$ cat src/include/patc_pkg.sv
// package for the pa tuning calibration control block.
// assumes an 8-bit register port on the single system clock.
package patc_pkg;

  // register addresses on the control port
  localparam logic [7:0] PATC_ADDR_CAP  = 8'h59; // tuning cap calibration
  localparam logic [7:0] PATC_ADDR_GAIN = 8'h5A; // output gain calibration

  // capacitor register field positions
  localparam int PATC_CAP_REQ_BIT = 7;  // calibration request, write-only
  localparam int PATC_CAP_DIS_BIT = 6;  // cap calibration disable
  localparam int PATC_CAP_LSB     = 0;  // user cap field low bit
  localparam int PATC_CAP_MSB     = 5;  // user cap field high bit

  // gain register field positions
  localparam int PATC_GAIN_DIS_BIT = 6; // gain calibration disable
  localparam int PATC_IPOW_LSB     = 4; // amplifier current low bit
  localparam int PATC_IPOW_MSB     = 5; // amplifier current high bit
  localparam int PATC_GAIN_LSB     = 0; // gain field low bit
  localparam int PATC_GAIN_MSB     = 3; // gain field high bit

  // reset values
  localparam logic       PATC_RST_REQ  = 1'h0;
  localparam logic       PATC_RST_DIS  = 1'h0;
  localparam logic [5:0] PATC_RST_CAP  = 6'h00;
  localparam logic [1:0] PATC_RST_IPOW = 2'h0;
  localparam logic [3:0] PATC_RST_GAIN = 4'hF;
  localparam logic [7:0] PATC_RD_ZERO  = 8'h00;

  // calibration sequencer states
  typedef enum logic [1:0] {
    PATC_IDLE,   // no calibration in progress
    PATC_HOLD,   // engine held in reset by the request bit
    PATC_RUN     // engine running, waiting for its done
  } patc_fsm_t;

  // software register port
  typedef struct packed {
    logic [7:0] addr;  // register address
    logic [7:0] wdata; // write data
    logic       wr;    // one-cycle write strobe
    logic       rd;    // one-cycle read strobe
  } patc_bus_t;

  // results from the calibration engine
  typedef struct packed {
    logic       done;  // one-cycle pulse when results are valid
    logic [5:0] cap;   // calibrated tuning cap code
    logic [3:0] gain;  // calibrated gain code
  } patc_res_t;

  // whole state of the control module
  typedef struct packed {
    patc_fsm_t  fsm;       // sequencer state
    logic       req;       // stored request bit
    logic       start;     // start pulse to the engine
    logic       cap_dis;   // use user cap when set
    logic [5:0] user_cap;  // software cap setting
    logic [5:0] cal_cap;   // last calibrated cap
    logic       gain_dis;  // use user gain when set
    logic [1:0] ipow;      // amplifier current setting
    logic [3:0] user_gain; // software gain setting
    logic [3:0] cal_gain;  // last calibrated gain
    logic [7:0] rdata;     // read data, valid one cycle
  } patc_state_t;

endpackage : patc_pkg

$ cat src/hdl/patc_ctrl.sv
// pa tuning capacitor and gain calibration control registers.
// assumes an analog calibration engine on the same clock that
// takes a reset level and a start pulse and returns a done pulse.
//
// Behaviour
// - request high holds calibration reset; 1->0 starts
// - one request calibrates cap and gain; write-only
// - cap disable picks user cap, else calibrated
// - user cap is 6 bits, 0.3 pF, reset 0
// - cap field reads last calibration result
// - gain disable bit 6 picks user gain
// - gain 4 bits reset 1111, reads calibration result
`timescale 1ns/100ps

module patc_ctrl
  import patc_pkg::*;
(
  input  wire logic        i_clk_sys,   // 250 MHz system clock
  input  wire logic        i_rst_n,     // synchronous reset, active low
  input  wire patc_bus_t   i_bus,       // register port requests
  output logic [7:0]       o_rdata,     // read data, cycle after read
  input  wire patc_res_t   i_res,       // calibration engine results
  output logic             o_cal_rst,   // engine held in reset
  output logic             o_cal_start, // one-cycle start pulse
  output logic             o_cal_busy,  // calibration in progress
  output logic [5:0]       o_pa_cap,    // cap code applied to amplifier
  output logic [3:0]       o_pa_gain,   // gain code applied to amplifier
  output logic [1:0]       o_pa_ipow    // amplifier current setting
);

  patc_state_t st;       // registered state
  patc_state_t next_st;  // next state

  // address decode, shared by writes and reads
  function automatic logic is_addr(input logic [7:0] a, input logic [7:0] r);
    is_addr = (a == r);
  endfunction : is_addr

  logic wr_cap;   // write to the cap register
  logic wr_gain;  // write to the gain register
  logic rd_cap;   // read of the cap register
  logic rd_gain;  // read of the gain register

  assign wr_cap  = i_bus.wr && is_addr(i_bus.addr, PATC_ADDR_CAP);
  assign wr_gain = i_bus.wr && is_addr(i_bus.addr, PATC_ADDR_GAIN);
  assign rd_cap  = i_bus.rd && is_addr(i_bus.addr, PATC_ADDR_CAP);
  assign rd_gain = i_bus.rd && is_addr(i_bus.addr, PATC_ADDR_GAIN);

  // next-state logic for registers and sequencer.
  // the cap register carries three things in one write: the request
  // bit, the cap disable bit and the user cap code. every write to it
  // rewrites all three, so software that only wants to start a run
  // must write the disable bit and user cap it wants to keep as well.
  // the gain register works the same way for its disable bit, the
  // current setting and the user gain code.
  //
  // the sequencer looks at next_st.req rather than st.req, so a write
  // acts on the edge that takes it: a write of 1 enters the hold at
  // once, and a write of 0 out of the hold gives the start pulse on
  // the very next cycle. the trade is a longer path from the bus
  // decode into the state flops, which is short at this clock.
  always_comb begin
    next_st       = st;
    next_st.start = 1'b0;                // start is a single pulse
    next_st.rdata = PATC_RD_ZERO;        // read data stands one cycle only

    // cap register write: request, disable, user cap
    if (wr_cap) begin
      next_st.req      = i_bus.wdata[PATC_CAP_REQ_BIT];
      next_st.cap_dis  = i_bus.wdata[PATC_CAP_DIS_BIT];
      next_st.user_cap = i_bus.wdata[PATC_CAP_MSB:PATC_CAP_LSB];
    end

    // gain register write: disable, current, user gain
    if (wr_gain) begin
      next_st.gain_dis  = i_bus.wdata[PATC_GAIN_DIS_BIT];
      next_st.ipow      = i_bus.wdata[PATC_IPOW_MSB:PATC_IPOW_LSB];
      next_st.user_gain = i_bus.wdata[PATC_GAIN_MSB:PATC_GAIN_LSB];
    end

    // sequencer: a new write of the request always wins over a run
    case (st.fsm)
      PATC_IDLE: begin
        if (next_st.req) begin
          next_st.fsm = PATC_HOLD;
        end
      end
      PATC_HOLD: begin
        // only a software write of 0 releases the hold
        if (!next_st.req) begin
          next_st.fsm   = PATC_RUN;
          next_st.start = 1'b1;
        end
      end
      PATC_RUN: begin
        if (next_st.req) begin
          next_st.fsm = PATC_HOLD;       // re-request aborts the run
        end else if (i_res.done) begin
          // one run yields both results together
          next_st.cal_cap  = i_res.cap;
          next_st.cal_gain = i_res.gain;
          next_st.fsm      = PATC_IDLE;
        end
      end
      default: begin
        next_st.fsm = PATC_IDLE;
      end
    endcase

    // read data: request bit is write-only and reads 0; fields read results
    if (rd_cap) begin
      next_st.rdata = {1'b0, st.cap_dis, st.cal_cap};
    end else if (rd_gain) begin
      next_st.rdata = {1'b0, st.gain_dis, st.ipow, st.cal_gain};
    end
  end

  // state register with synchronous reset
  always_ff @(posedge i_clk_sys) begin
    if (!i_rst_n) begin
      st.fsm       <= PATC_IDLE;
      st.req       <= PATC_RST_REQ;
      st.start     <= 1'b0;
      st.cap_dis   <= PATC_RST_DIS;
      st.user_cap  <= PATC_RST_CAP;
      st.cal_cap   <= PATC_RST_CAP;
      st.gain_dis  <= PATC_RST_DIS;
      st.ipow      <= PATC_RST_IPOW;
      st.user_gain <= PATC_RST_GAIN;
      st.cal_gain  <= PATC_RST_GAIN;
      st.rdata     <= PATC_RD_ZERO;
    end else begin
      st <= next_st;
    end
  end

  // outputs, all taken from flops, a plain select of flops or a compare on the state flops.
  // the engine reset is the stored request bit itself, so it rises on
  // the edge that takes the write of 1 and falls on the one that takes the write of 0.
  // the start pulse and busy flag both come from the sequencer flops,
  // so they never glitch on a bus strobe.
  assign o_rdata     = st.rdata;
  assign o_cal_rst   = st.req;
  assign o_cal_start = st.start;
  assign o_cal_busy  = (st.fsm == PATC_RUN);
  // the select is kept outside the engine so a disable takes effect at once
  assign o_pa_cap    = st.cap_dis  ? st.user_cap  : st.cal_cap;
  assign o_pa_gain   = st.gain_dis ? st.user_gain : st.cal_gain;
  assign o_pa_ipow   = st.ipow;
endmodule : patc_ctrl

$ cat config.mk
export PLATFORM = sky130hd
export DESIGN_NAME = patc_ctrl
export DESIGN_NICKNAME = d
export VERILOG_FILES = /design/src/include/patc_pkg.sv /design/src/hdl/patc_ctrl.sv
export SDC_FILE = /design/constraint.sdc
export NUM_CORES = 1
export LEC_CHECK = 0
export BUFFER_PORTS_ARGS = -buffer_cell sky130_fd_sc_hd__buf_2
export CAP_MARGIN = 20
export CORE_MARGIN = 5
export CORE_UTILIZATION = 49
export CTS_CLUSTER_SIZE = 10
export DETAILED_ROUTE_END_ITERATION = 6
export PLACE_DENSITY = 0.79
export SLEW_MARGIN = 20
export SYNTH_ARGS = -nofsm -noshare
export SYNTH_HDL_FRONTEND = slang
export SYNTH_SLANG_ARGS = --single-unit
$ cat constraint.sdc
create_clock -name i_clk_sys -period 1.9 [get_ports i_clk_sys]
set_input_delay 0.38 -clock i_clk_sys [delete_from_list [all_inputs] [get_ports i_clk_sys]]
set_output_delay 0.38 -clock i_clk_sys [all_outputs]
set_load 0.05 [all_outputs]
# Word level (Yosys, flattened, before mapping)
# Cells that the tools add are included.
# word_totals
ram_bits,0
reg_bits,36
wordCells,41
latchBits,0
rom_bits,0
mem_count,0
# classes
n_mul,0
div,0
bitwise_logic,2
n_addsub,0
n_lt_le_gt_ge,0
shift,0
n_reduce_logical,9
n_mux,11
eq_ne,7
# ops
cell,count
"8-bit by 7-bit equality test with 1-bit output, second input constant",2
7-bit two-way mux,2
2-bit two-way mux,4
6-bit two-way mux,1
2-bit case mux with 3 select lines,1
3-bit AND reduction,2
1-bit logical AND,4
4-bit two-way mux,1
"2-bit inequality test, second input constant",2
"3-bit by 2-bit inequality test with 1-bit output, second input constant",1
"2-bit by 1-bit equality test with 1-bit output, second input constant",1
"2-bit equality test, second input constant",1
2-bit logical NOT,1
1-bit two-way mux,2
1-bit inverter,2
2-bit AND reduction,1
2-bit OR reduction,1

# Depth between registers and ports, before layout
# depth
depth_word,5
ltp_mapped,6

# Least setup slack after synthesis
# No wires, ideal clock.
# synth_timing
kind,reg-to-reg
start,register st[35] (netlist bit)
end,register st[10] (netlist bit)
n_path_buf,1
t_arrival_ps,1820
path_slack_ps,9
path_stages_with_launch,6
t_required_ps,1828
setup_time_ps,72
synth_period_minus_slack_ps,1891
cell_sequence,dfxtp_1 -> nor2b_1 -> nand3b_1 -> mux2i_1 -> buf_6 -> mux2i_1
# synth_between
elab_chain_cells,2
# synth_lines
item,line_no,source
from (decl),patc_ctrl.sv:31,patc_state_t st;
from (signal assigned),patc_ctrl.sv:133,st <= next_st;
2-bit equality test,n/a,
net o_cal_busy,patc_ctrl.sv:25,"output logic o_cal_busy,"
3-bit AND reduction (no line),n/a,
# The timed path passes the listed nets, and every way through them passes these cells.
# A chain may end at the register's enable or synchronous reset.

# Worst setup path after layout
# layout_timing
start,register st[18] (netlist bit)
end,output port o_pa_gain[1]
# layout_between
elab_chain_cells,1
# layout_lines
item,line_no,source
4-bit two-way mux,patc_ctrl.sv:148,assign o_pa_gain = st.gain_dis ? st.user_gain : st.cal_gain;
to (decl),patc_ctrl.sv:27,"output logic [3:0] o_pa_gain,"
# No other way between the ends.

==> qor.yml <==
run_status:
  status: "finished clean"
timing:
  fin_crit_ps: 1800
  max_freq_mhz: 556
  hold_violations: 0
  whs_ps: 279
  period_share_pct: 94.6
  fin_tns_setup_ps: 0
  fin_worst_skew_ps: 4.46
  setup_viol: 0
  rsz0062_at_grt: "false"
  slew_violations: 0
die:
  die_h_um: 66.4
  initial_core_util_pct: 51.0
  num_rows: 20
  io_pins: 54
  die_w_um: 66.4
  fp.dieArea_sq_mm: 0.00441
  core-area_sq_mm: 0.00305
clock_network:
  cts_tree: "done"
  ctsHoldBuffers: 0
  cts_made_buffers: 5
  clkLatencyLatePin_ps: 330
  cts-htree-levels: 2
  clockBufferDepth: 2
  clk_pin_slew_ps: 100
  clock-root-buffer: "clkbuf_4"
  clock_sinks: 35
worst_setup_path:
  critical_path_class: "reg -> out"
  r2r_start: "st[35]"
  cp_slowest_cell: "dfxtp_1"
  reg2reg_to: "st[8]"
  cp_max_fo: 6
  required_ps: 1520
  end_kind: "output pin"
  ff2ff_path_depth: 5
  cp_cell_sequence: "mux2_2, buf_2"
  r2r_slack_ps: 460
  critPathLaunchType: "register"
  slowest_delay_ps: 490
  arrival_ps: 1420
final_layout:
  syn_to_final_growth_pct: 18.4
  nNetsFinal: 236
  drive_gt1_share_pct: 38.2
  final_cells: 248
  multi_input_area_sq_um: 733
  regArea_sq_um: 702
  num_antenna_cells: 0
  fillers: 299
routing:
  drc_errors: 0
  routed_wl_mm: 3.42
  vias: 1213
  drt_pre_antenna_iters: 4
  drtAntennaViolNets: 0
  vias_per_cell: 4.89
  first_iter_violations: 82
  wl_per_cell_um: 13.8
power:
  seqPwrFrac_pct: 62.9
  p_leak_uw: 0.000762
  power.density_mw_per_mm2: 633
  p_int_uw: 898
  switchingPower_uw: 270
  pwr-share-comb_pct: 6.4
  clkPwrFrac_pct: 30.7
  swShare_pct: 23.1
  peakVddDrop_v: 0.000395
logic_synthesis:
  avgSynthCellArea_sq_um: 9.92
  synth_cells: 157
  yosysUniqueCellTypes: 24
  yosys_warnings: 0
  synth-seq-cells: 35
  yosysSeqAreaShare_pct: 45.0
  synth_fp_nets: 188
  syn-cell-area_sq_mm: 0.00156
hold_path:
  min_from: "i_res[9]"
  hold_class: "in -> reg"
  holdPathEnd: "st[24]"
  hold_depth: 3
job:
  drv_cap: 0
global_route:
  grt_max_degree: 29
  grt_pass1_vias: 1187
  grt_pass1_wl_mm: 5.42
  grt_usage_pct: 16.4
  grt-ovfl-total: 0
  antenna_found_initial: 0
place:
  dp.cells: 242
  numPortBuffers: 52
  hpwl_mm: 2.51
  routabilityCongestion: 0.719
-- worst max-delay path, delay by kind of cell, from the launching register on --
kind | cells | cell delay [ps]
flip-flops | 1 | 490
multiplexers | 1 | 380
buffers and inverters | 1 | 210
-- logic make-up after synthesis --
| family | after synthesis | share of synthesized area, % |
|---|---|---|
| buffers and inverters | 19 | 7.95 |
| other | 1 | 0.241 |
| flip-flops | 35 | 45.0 |
| AND/OR/NAND/NOR | 57 | 18.7 |
| AO/OA/AOI/OAI | 9 | 4.18 |
| multiplexers | 36 | 23.9 |
-- Yosys cell counts (all sizes together) --
cell | instances | area, sq um
nor2b | 1 | 6.26
o21ai | 1 | 5.00
nor4b | 1 | 8.76
mux2 | 10 | 113
nand2 | 16 | 60.1
and3 | 1 | 6.26
conb | 1 | 3.75
clkbuf | 2 | 7.51
buf | 15 | 109
a211oi | 1 | 7.51
nor3 | 4 | 36.3
nor2 | 26 | 97.6
nand3b | 4 | 30.0
inv | 2 | 7.50
nand2b | 3 | 18.8
mux2i | 26 | 260
nand4bb | 1 | 27.5
a22oi | 7 | 52.6
dfxtp | 35 | 701
-- power by group through the flow --
stage               registers (uW)  logic, uW  clock network [uW]
floorplan                      751       36.2                   0
global placement               751       73.6                   0
detailed placement             751       74.0                   0
CTS                            734       74.6                 366
global route                   735       81.1                 409
finish                         734       74.4                 359
-- layout make-up --
type / instances / area share [%]
inverter: 2 / 0.407
timing repair buffer: 58 / 16.6
multi-input combinational: 103 / 39.8
tap: 44 / 2.99
clock buffer: 6 / 2.24
sequential: 35 / 38.1
-- state kept, by name, summed over array words and instances, names as in the netlist --
signal	flops
st	24
o_cal_start	1
o_cal_rst	1
o_rdata	7
o_pa_ipow	2
-- how the worst max path moves through the flow --
stage,to,startpoint,cells after the start
after detailed placement,st[23],i_bus[15],6
after floorplan,st[10],st[35],5
final,o_pa_gain[1],st[18],2
after CTS,o_pa_cap[1],st[31],2
after global placement,o_cal_start,i_bus[15],5
after global routing,o_pa_gain[0],st[18],2
-- through the flow --
step	power (uW)	instance area, sq um	worst slack (ps)	utilization [%]
2_1_floorplan	787	1560	8.88	-
5_1_grt	1220	1840	58.2	60.4
6_report	1170	1840	103	60.4
3_3_place_gp	825	1800	109	59.0
4_1_cts	1170	1840	7.28	60.4
3_5_place_dp	825	1800	15.1	59.0
-- layer usage --
metal | up-vias | routed length (um) | GRT usage [%]
met3 | 7 | 281 | 5.27
li1 | 617 | - | -
met1 | 545 | 1570 | 20.2
met5 | - | 0 | 0
met4 | 0 | 68 | 7.61
met2 | 44 | 1490 | 25.5
-- cell usage in the layout, fill, tap and decap left out --
master	n
nor4b_1	1
nand4bb_4	1
and3_1	1
inv_2	1
a22oi_1	7
clkbuf_1	1
buf_4	6
dfxtp_1	34
nor2b_1	1
mux2_2	10
inv_1	1
nor3_4	1
nand2b_1	3
nor3_1	2
nor3_2	1
conb_1	1
a211oi_1	1
buf_2	52
o21ai_0	1
mux2i_1	26
clkbuf_4	5
nand2_1	16
nand3b_1	4
dfxtp_2	1
nor2_1	26
-- timing repair --
action	in CTS	in global routing
setup buffers	0	0
resized for setup	0	1
endpoints found under the setup margin	0	6
(Power assumes the default switching activity.)
